**src/logic/led_params.svh**
```systemverilog
// constants for the network status indicator driver
// assumes a 125 MHz system clock
`ifndef LED_PARAMS_SVH
`define LED_PARAMS_SVH
`define LED_CLK_HZ 125000000
`define LED_BLINK_SLOW_HZ 10
`define LED_BLINK_FAST_HZ 20
// half period in cycles gives a 50 percent duty square wave
`define LED_SLOW_HALF_CYCLES (`LED_CLK_HZ / (2 * `LED_BLINK_SLOW_HZ))
`define LED_FAST_HALF_CYCLES (`LED_CLK_HZ / (2 * `LED_BLINK_FAST_HZ))
`define LED_DIV_WIDTH 23
`define LED_RESET_LEVEL 1'b0
`endif

```
**src/logic/led_pkg.sv**
```systemverilog
// types for the network status indicator driver
// assumes led_params.svh is compiled alongside
package led_pkg;
  typedef enum logic [1:0] {
    MODE_ONE = 2'b01,
    MODE_TWO = 2'b10
  } led_mode_t;
endpackage : led_pkg

```
**src/logic/blink_divider.sv**
```systemverilog
// rate divider giving a one-cycle enable pulse every half_cycles clocks
// assumes a single synchronous clock and active high synchronous reset
`timescale 1ns/10ps
`default_nettype none
`include "led_params.svh"
module blink_divider #(
  parameter logic [`LED_DIV_WIDTH-1:0] HALF_CYCLES = 23'd1
) (
  input wire logic sys_clk,
  input wire logic srst,
  output logic tick
);
  logic [`LED_DIV_WIDTH-1:0] count_reg;

  // count up, pulse tick for one cycle at terminal count
  always_ff @(posedge sys_clk) begin
    if (srst) begin
      count_reg <= '0;
      tick <= 1'b0;
    end else if (count_reg == HALF_CYCLES - 23'd1) begin
      count_reg <= '0;
      tick <= 1'b1;
    end else begin
      count_reg <= count_reg + 23'd1;
      tick <= 1'b0;
    end
  end
endmodule : blink_divider
`default_nettype wire

```
**src/logic/status_led_driver.sv**
```systemverilog
// network status indicator driver: three led outputs from link state
// assumes link inputs synchronous to sys_clk; leds sit outside, high = on
`timescale 1ns/10ps
`default_nettype none
`include "led_params.svh"

module status_led_driver (
  input wire logic sys_clk,
  input wire logic srst,
  input wire led_pkg::led_mode_t led_mode,
  input wire logic link_good,
  input wire logic rx_active,
  input wire logic tx_active,
  input wire logic speed_100,
  input wire logic full_duplex,
  input wire logic collision,
  input wire logic aux_power_detect,
  input wire logic bus_power_detect,
  output logic link_activity_led,
  output logic speed_led,
  output logic duplex_collision_led,
  output logic aux_power_supported,
  output logic bus_power_supported
);
  import led_pkg::*;

  // one-cycle enables from the two rate dividers
  logic slow_tick;
  logic fast_tick;

  // square waves toggled on each enable
  logic slow_wave_reg;
  logic slow_wave_next;
  logic fast_wave_reg;
  logic fast_wave_next;

  // decoded mode and link conditions
  logic mode_two_sel;
  logic activity_seen;
  logic fast_link_up;
  logic slow_link_up;

  // next levels of the three leds
  logic link_activity_next;
  logic speed_next;
  logic duplex_collision_next;

  // next levels of the power flags
  logic aux_power_next;
  logic bus_power_next;

  // second meaning only for the exact mode 2 code
  function automatic logic is_mode_two(input led_mode_t mode);
    return mode == MODE_TWO;
  endfunction : is_mode_two

  // receive or transmit traffic in progress
  function automatic logic traffic_on(input logic rx, input logic tx);
    return rx | tx;
  endfunction : traffic_on

  // link up at one of the two speeds
  function automatic logic link_at(input logic good, input logic at_speed);
    return good & at_speed;
  endfunction : link_at

  // 10 Hz rate enable counted from sys_clk
  blink_divider #(
    .HALF_CYCLES(23'(`LED_SLOW_HALF_CYCLES))
  ) slow_div (
    .sys_clk(sys_clk),
    .srst(srst),
    .tick(slow_tick)
  );

  // 20 Hz rate enable counted from sys_clk
  blink_divider #(
    .HALF_CYCLES(23'(`LED_FAST_HALF_CYCLES))
  ) fast_div (
    .sys_clk(sys_clk),
    .srst(srst),
    .tick(fast_tick)
  );

  // wave next values, flip on each enable for half duty
  always_comb begin
    slow_wave_next = slow_wave_reg;
    fast_wave_next = fast_wave_reg;
    if (slow_tick) begin
      slow_wave_next = ~slow_wave_reg;
    end
    if (fast_tick) begin
      fast_wave_next = ~fast_wave_reg;
    end
  end

  // slow wave, restarts low at reset
  always_ff @(posedge sys_clk) begin
    if (srst) begin
      slow_wave_reg <= 1'b0;
    end else begin
      slow_wave_reg <= slow_wave_next;
    end
  end

  // fast wave, restarts low at reset
  always_ff @(posedge sys_clk) begin
    if (srst) begin
      fast_wave_reg <= 1'b0;
    end else begin
      fast_wave_reg <= fast_wave_next;
    end
  end

  // shared decode of mode select and link state
  always_comb begin
    mode_two_sel = is_mode_two(led_mode);
    activity_seen = traffic_on(rx_active, tx_active);
    fast_link_up = link_at(link_good, speed_100);
    slow_link_up = link_at(link_good, ~speed_100);
  end

  // link/activity led: steady on link in mode one only, blink on traffic in both meanings
  always_comb begin
    link_activity_next = 1'b0;
    if (mode_two_sel) begin
      link_activity_next = activity_seen & slow_wave_reg;
    end else if (activity_seen) begin
      link_activity_next = slow_wave_reg;
    end else begin
      link_activity_next = link_good;
    end
  end

  // speed led: 100 Mb/s in both meanings
  always_comb begin
    speed_next = 1'b0;
    if (mode_two_sel) begin
      speed_next = fast_link_up;
    end else begin
      speed_next = fast_link_up;
    end
  end

  // duplex/collision led: duplex and collisions, or 10 Mb/s link
  always_comb begin
    duplex_collision_next = 1'b0;
    if (mode_two_sel) begin
      duplex_collision_next = slow_link_up;
    end else if (full_duplex) begin
      duplex_collision_next = 1'b1;
    end else begin
      duplex_collision_next = collision & fast_wave_reg;
    end
  end

  // power flags follow their detect pins
  always_comb begin
    aux_power_next = aux_power_detect;
    bus_power_next = bus_power_detect;
  end

  // link/activity led register
  always_ff @(posedge sys_clk) begin
    if (srst) begin
      link_activity_led <= `LED_RESET_LEVEL;
    end else begin
      link_activity_led <= link_activity_next;
    end
  end

  // speed led register
  always_ff @(posedge sys_clk) begin
    if (srst) begin
      speed_led <= `LED_RESET_LEVEL;
    end else begin
      speed_led <= speed_next;
    end
  end

  // duplex/collision led register
  always_ff @(posedge sys_clk) begin
    if (srst) begin
      duplex_collision_led <= `LED_RESET_LEVEL;
    end else begin
      duplex_collision_led <= duplex_collision_next;
    end
  end

  // auxiliary power flag register
  always_ff @(posedge sys_clk) begin
    if (srst) begin
      aux_power_supported <= 1'b0;
    end else begin
      aux_power_supported <= aux_power_next;
    end
  end

  // bus power flag register
  always_ff @(posedge sys_clk) begin
    if (srst) begin
      bus_power_supported <= 1'b0;
    end else begin
      bus_power_supported <= bus_power_next;
    end
  end
endmodule : status_led_driver
`default_nettype wire

```
**config.mk**
```make
export PLATFORM = sky130hd
export DESIGN_NAME = status_led_driver
export DESIGN_NICKNAME = d
export VERILOG_FILES = /design/src/logic/led_pkg.sv /design/src/logic/blink_divider.sv /design/src/logic/status_led_driver.sv
export VERILOG_INCLUDE_DIRS = /design/src /design/src/logic
export SDC_FILE = /design/constraint.sdc
export NUM_CORES = 1
export LEC_CHECK = 0
export BUFFER_PORTS_ARGS = -buffer_cell sky130_fd_sc_hd__buf_2
export CELL_PAD_IN_SITES_DETAIL_PLACEMENT = 2
export CELL_PAD_IN_SITES_GLOBAL_PLACEMENT = 2
export CORE_MARGIN = 2
export CORE_UTILIZATION = 37
export DETAILED_ROUTE_END_ITERATION = 16
export PLACE_DENSITY = 0.8
export SKIP_LAST_GASP = 1
export SYNTH_ARGS = -nofsm -noshare
export SYNTH_HDL_FRONTEND = slang
export SYNTH_SLANG_ARGS = --single-unit
```
**constraint.sdc**
```tcl
create_clock -name sys_clk -period 2.53 [get_ports sys_clk]
set_input_delay 0.1265 -clock sys_clk [delete_from_list [all_inputs] [get_ports sys_clk]]
set_output_delay 0.1265 -clock sys_clk [all_outputs]
set_load 0.1 [all_outputs]
```
# Yosys cells after proc, flatten, opt, wreduce, memory -nomap -nowiden
# Cells that the tools add are included.
word_totals:
  ff_bits: 55
  input_bits: 12
classes:
  add_sub_neg: 2
  n_eq_ne: 3
  mux: 6
  n_bitwise: 8
  reduce_logical: 2
ops:
  columns: ["cell", "n"]
  rows:
  - ["23-bit by 1-bit adder with 23-bit output, second input constant", 2]
  - ["23-bit by 22-bit == test with 1-bit output, second input constant", 1]
  - ["23-bit == test, second input constant", 1]
  - ["1-bit two-way mux", 6]
  - ["1-bit bitwise AND", 4]
  - ["2-bit OR reduction", 2]
  - ["1-bit NOT", 3]
  - ["2-bit == test, second input constant", 1]
  - ["1-bit bitwise OR", 1]

# Longest topological paths before layout
# Gate-level depths: netlist of run 1.
logic_depth:
  ltp_word: 3
  mapped_depth: 6
  ltp_nobuf: 5

# Cells and area by module
# From an unflattened synthesis of run 1, not the netlist that was laid out.
hier_totals:
  cells_unflattened: 278
  hier_area_um2: 2428.6
modules_own_cells:
  columns: ["module", "n_inst", "cells_each", "area_each_um2", "seq_area_each_um2"]
  rows:
  - ["blink_divider at fast_div", 1, 128, 1121.1, 480.5]
  - ["blink_divider at slow_div", 1, 126, 1076.0, 480.5]
  - ["status_led_driver", 1, 24, 231.5, 140.1]

# Least setup slack after synthesis of run 1
# No wires, ideal clock.
synth_path:
  kind: "register -> register"
  from: "reg fast_div.count_reg[7]"
  to: "reg fast_div.count_reg[19]"
  setup_ns: 0.125
  arrival_time_ns: 1.699
  required_ns: 2.405
  slack_ns: 0.706
  stages_incl_launch_ff: 6
  path_buffers: 1
  cell_sequence: "dfxtp_1 -> or4_1 -> or4_4 -> o21bai_4 -> buf_6 -> a21oi_1"
synth_via:
  elab_chain_len: 2
synth_rtl:
  columns: ["element", "line_no", "text"]
  rows:
  - ["start, declared", "blink_divider.sv:13", "logic [`LED_DIV_WIDTH-1:0] count_reg;"]
  - ["start signal, assigned", "blink_divider.sv:24", "count_reg <= count_reg + 23'd1;"]
  - ["parallel branches: the longest is 2 deep, another holds 23-bit by 1-bit adder with 23-bit output", null, null]
# Several ways; the timed one is not identified.
# A chain may end at the register's enable or synchronous reset.

# Final worst setup path of run 1
layout_path:
  from: "reg slow_div.count_reg[0]"
  to: "reg slow_div.count_reg[3]"
layout_via:
  elab_chain_len: 2
layout_rtl:
  columns: ["element", "line_no"]
  rows:
  - ["start, declared", "blink_divider.sv:13"]
  - ["start signal, assigned", "blink_divider.sv:24"]
  - ["parallel branches: the longest is 2 deep, another holds 23-bit by 1-bit adder with 23-bit output", null]
# Several ways; the timed one is not identified.

==> results of run 1 <==
==> through the flow <==
stage | setup slack (ps) | util [%] | instance area [µm²]
2_1_floorplan | 706 | - | 2450
3_3_place_gp | 608 | 40.4 | 2580
3_5_place_dp | 543 | 40.4 | 2580
4_1_cts | 505 | 41.6 | 2660
5_1_grt | 400 | 41.6 | 2660
6_report | 490 | 41.6 | 2660
==> cell type report <==
type                       count  area (µm²)  share of cell area (%)
inverter                       6        22.5                   0.848
sequential                    55        1100                    41.5
clock buffer                   6        72.6                    2.73
multi-input combinational    204        1250                    47.2
tap                           77        96.3                    3.63
timing repair buffer          20         110                    4.15
==> critical path: stages, from the launching register on <==
cell     delay, ps
dfxtp_1        380
ha_1           250
nand3_1        180
nor4_1         400
a41o_1         350
buf_4          280
nor2_1          80
==> power by group through the flow <==
stage | Sequential, W | Clock, W | Combinational [W]
finish | 0.000886 | 0.000459 | 0.0000869
detailed placement | 0.000907 | 0 | 0.0000881
floorplan | 0.000930 | 0 | 0.0000395
global placement | 0.000906 | 0 | 0.0000861
global route | 0.000888 | 0.000506 | 0.0000967
CTS | 0.000887 | 0.000477 | 0.0000885
==> metal layers <==
metal / vias up / wire length [µm]
met3: 6 / 187
met5: - / 0
met4: 0 / 74
li1: 1030 / -
met1: 995 / 2960
met2: 28 / 2700
==> logic make-up after synthesis <==
family,Yosys count,share of synthesized area (%)
AND/OR/NAND/NOR,133,30.0
adder cells (fa/ha/maj),3,1.53
XOR/XNOR,25,8.93
AO/OA/AOI/OAI,43,10.7
flip-flops,55,44.9
buffers and inverters,20,3.98
==> layout by cell type, fill, tap and decap left out, types with 3 or more instances in the layout <==
cell | synthesis | routed
xnor2_1 | 7 | 7
nand3_1 | 18 | 18
nand2_1 | 16 | 16
buf_4 | 1 | 4
and3_1 | 4 | 4
nand4_1 | 16 | 16
dfxtp_1 | 55 | 55
inv_1 | 6 | 6
and4_1 | 10 | 10
nor2b_1 | 3 | 3
xor2_1 | 18 | 18
or3_1 | 7 | 7
nor2_1 | 35 | 35
or4_1 | 13 | 13
o31ai_1 | 9 | 9
clkbuf_8 | 0 | 5
ha_1 | 3 | 3
o21ai_0 | 9 | 9
buf_2 | 2 | 16
a21oi_1 | 21 | 21
==> worst paths after layout <==
path | start | end | slack (ps) | depth (start not counted)
max | slow_div.count_reg[0] | slow_div.count_reg[3] | 490 | 6
min | aux_power_detect | aux_power_supported | 30 | 2
max reg2reg | slow_div.count_reg[0] | slow_div.count_reg[3] | 490 | 6
min reg2reg | fast_div.count_reg[0] | fast_div.count_reg[0] | 470 | 1
==> out/qor.txt, run 1 <==
synth top area cells: dfxtp_1 45%, xor2_1 6.4%, nor2_1 5.4%
vias in the first global route: 2145
Internal Power: 0.00109 W
std cell rows: 29
crit start category: flop
Die ar.: 7290 µm²
Port Buffers: 16
DRC errors left: 0
met3 usage: 3.70%
grt ovf: 0
H-tree Lvls: 2
met2 Resource Use GR: 28.1%
synth unique cells: 34
I/O pin count: 17
Final Hold Viols: 0
Final min period: 2040 ps
Flop pwr share: 61.9%
top-area cell type share of the netlist area: 44.9%
Psw: 0.000344 W
CP endpoint kind: flop
clk_lat worst skew: 310 ps
cell taking the most area after synthesis: dfxtp_1
ys async rst share: 0%
1st-pass router iterations: 4
outcome: completed
WS Path Type: flop to flop
P per Cell Area: 539 nW/µm²
1st-iter DRT viols: 75
Max Freq: 490 MHz
final antenna-violating net count: 0
skew final: 3.92 ps
IR drop worst, VDD: 263 µV
Clk pwr share: 32.0%
most frequent cell after synthesis: dfxtp_1
CTS tree: done
Max-Cap Viols: 0
Max Slew Vio Count: 0
WHS: 30.0 ps
RSZ-0062 raised after global routing: no
Clock Path Buffers: 2
Post-Syn Area per Cell: 8.79 µm²
Yosys reg bits: 55
Combinational Power Share: 6.1%
headroom to the max-slew limit: 63.6%
initial core utilization: 38.4%
Final Setup Violations: 0
first-pass GRT wire length: 10.2 mm
Slew @ Worst Pin: 545 ps
Post-synth EDFFs: 0
Routed WL: 5.92 mm
P&R area growth vs syn: 8.32%
Syn Inst Count: 279
cts hold-fix bufs: 0
Post-CTS Resized: 0
Finished Layout Cells: 368
CP Max Fanout: 19
fillers: 744
Synth warnings: 0
M1 GR Usage: 23.3%
DR vias: 2059
Final TNS setup: 0 ps
global-route usage over all layers: 17.3%
routed vias/inst: 5.60
Worst Path Arrival: 2240 ps
Worst Path Required: 2730 ps
CTS Buf Count: 5
placed insts: 362
Most used DFF post-synth: dfxtp_1
setup bufs post-CTS: 0
DP Wirelength: 4.24 mm
initial antenna violation count: 0
sw frac: 24.0%
die height: 85.4 µm
drt wl/cell: 16.1 µm
clock sinks: 55
final period utilization: 80.6%
register area share after synthesis: 44.9%
layout cell share with drive strength beyond 1: 9.28%
Synth top cells by count: 55 x dfxtp_1, 35 x nor2_1, 21 x a21oi_1
Most Used Layer, Global Route: met2
Post-Syn Area: 2450 µm²
Die Span X: 85.4 µm
Root Buffer: clkbuf_8
Core Region: 6390 µm²
total power draw: 0.00143 W
Hold/Removal Path Class: input port to flop
Net Count, Synth: 294
Pleak: 0.910 nW
GPL Wtd Cong: 0.737
final net count: 307
pin count of the biggest net entering global routing: 20
clk slew on worst S/H paths: 90 ps
antenna fix cells: 0
No activity file was read; power rests on OpenSTA's default activity.
==> run 2, diff against run 1 <==
clock period = 2 ns   (was 2.53 ns; I/O delays follow)
==> out/qor.txt, run 2 (synthesized netlist as in run 1, its figures left out) <==
DRC errors left: 0 (unchanged)
headroom to the max-slew limit: 67.6% (was 63.6%)
Worst Path Arrival: 2110 ps (was 2240 ps)
Max Slew Vio Count: 0 (unchanged)
final antenna-violating net count: 0 (unchanged)
Top delay family on crit path: simple AND/OR/NAND/NOR gates (unchanged)
vias in the first global route: 2284 (was 2145)
Die Span X: 85.4 µm (unchanged)
FF-to-FF setup slack: 80 ps (was 490 ps)
Slew @ Worst Pin: 489 ps (was 545 ps)
drt wl/cell: 17.3 µm (was 16.1 µm)
Hold/Removal Path Class: input port to flop (unchanged)
Worst Slack Setup Final: 85.0 ps (was 490 ps)
WHS: 0.938 ps (was 30.0 ps)
worst path buffer plus inverter count: 1 (unchanged)
I/O pin count: 17 (unchanged)
H-tree Lvls: 2 (unchanged)
Root Buffer: clkbuf_8 (unchanged)
Core Region: 6390 µm² (unchanged)
final period utilization: 95.8% (was 80.6%)
fillers: 733 (was 744)
DP Area: 2700 µm² (was 2580 µm²)
CTS tree: done (unchanged)
DP Wirelength: 4.50 mm (was 4.24 mm)
total power draw: 0.00192 W (was 0.00143 W)
global-route usage over all layers: 19.4% (was 17.3%)
std cell rows: 29 (unchanged)
clk_lat worst skew: 300 ps (was 310 ps)
CTS Buf Count: 5 (unchanged)
final net count: 322 (was 307)
Die ar.: 7290 µm² (unchanged)
Combinational Power Share: 6.5% (was 6.1%)
clk slew on worst S/H paths: 100 ps (was 90 ps)
die height: 85.4 µm (unchanged)
Final Setup Violations: 0 (unchanged)
Clock Path Buffers: 2 (unchanged)
initial core utilization: 38.4% (unchanged)
Psw: 0.000450 W (was 0.000344 W)
clock sinks: 55 (unchanged)
sw frac: 23.5% (was 24.0%)
pin count of the biggest net entering global routing: 18 (was 20)
CP max stage delay: 530 ps (was 400 ps)
Final Core Density: 44.1% (was 41.6%)
register area: 1100 µm² (unchanged)
leading cell type in the layout, fill and taps excluded: dfxtp_1 (unchanged)
Clk pwr share: 35.1% (was 32.0%)
Routed WL: 6.66 mm (was 5.92 mm)
1st-iter DRT viols: 76 (was 75)
WS Path Type: flop to flop (unchanged)
skew final: 8.44 ps (was 3.92 ps)
grt ovf: 0 (unchanged)
IR drop worst, VDD: 348 µV (was 263 µV)
DR vias: 2184 (was 2059)
antenna fix cells: 0 (unchanged)
Non-Filler Cell Area, Final: 2820 µm² (was 2660 µm²)
Flop pwr share: 58.4% (was 61.9%)
crit start category: flop (unchanged)
Critical-path top delay cell: or4_1 (was nor4_1)
Max-Cap Viols: 0 (unchanged)
Final Hold Viols: 0 (unchanged)
Internal Power: 0.00147 W (was 0.00109 W)
routed vias/inst: 5.67 (was 5.60)
setup bufs post-CTS: 0 (unchanged)
first-pass GRT wire length: 11.2 mm (was 10.2 mm)
Max Freq: 522 MHz (was 490 MHz)
P&R area growth vs syn: 14.9% (was 8.32%)
CP endpoint kind: flop (unchanged)
layout cell share with drive strength beyond 1: 14.3% (was 9.28%)
outcome: completed (unchanged)
Final min period: 1920 ps (was 2040 ps)
Port Buffers: 16 (unchanged)
multi-input logic area: 1260 µm² (was 1250 µm²)
critical path cell sequence: or4_1 > or4_4 > o21bai_4 > buf_12 > nor2_1 (was ha_1 > nand3_1 > nor4_1 > a41o_1 > buf_4 > nor2_1)
dpl ws: 104 ps (was 543 ps)
CP Max Fanout: 17 (was 19)
1st-pass router iterations: 4 (unchanged)
most frequent cells in the layout: 55 x dfxtp_1, 35 x nor2_1, 21 x a21oi_1 (unchanged)
Worst Path Required: 2200 ps (was 2730 ps)
Pleak: 1.01 nW (was 0.910 nW)
initial antenna violation count: 0 (unchanged)
GPL Wtd Cong: 0.730 (was 0.737)
P per Cell Area: 681 nW/µm² (was 539 nW/µm²)
[run 2: area by class of cell]
type	instances	share of cell area [%]
multi-input combinational	204	44.7
sequential	55	39.1
timing repair buffer	35	8.44
inverter	6	0.800
clock buffer	8	3.55
tap	77	3.42
[run 2: through the flow]
stage | setup TNS [ps] | instances
floorplan | 0 | 279
global placement | 0 | 376
detailed placement | 0 | 376
CTS | 0 | 385
global route | -43.1 | 385
finish | 0 | 385
[run 2: final timing paths]
path,startpoint,to,cells past startpoint
max,fast_div.count_reg[20],fast_div.count_reg[12],5
min reg2reg,fast_div.count_reg[0],fast_div.count_reg[0],1
max reg2reg,fast_div.count_reg[20],fast_div.count_reg[12],5
min,bus_power_detect,bus_power_supported,2
[run 2: power by group through the flow]
| stage | registers, W | clock network, W | logic (W) |
|---|---|---|---|
| floorplan | 0.00118 | 0 | 0.0000500 |
| global placement | 0.00114 | 0 | 0.000120 |
| detailed placement | 0.00115 | 0 | 0.000124 |
| CTS | 0.00112 | 0.000701 | 0.000127 |
| global route | 0.00112 | 0.000746 | 0.000137 |
| finish | 0.00112 | 0.000674 | 0.000124 |
[run 2: layer usage]
metal,routed length [µm],vias to the layer above,GRT usage [%]
met1,3150,1086,25.4
met4,69,0,5.63
li1,-,1062,-
met2,3260,29,32.8
met3,176,7,3.50
met5,0,-,0
[run 2: what timing repair did]
| item | CTS | global route |
|---|---|---|
| endpoints found under the hold margin | 1 | 0 |
| resized for setup | 0 | 1 |
| setup endpoints to repair | 0 | 23 |
| hold buffers | 1 | 0 |
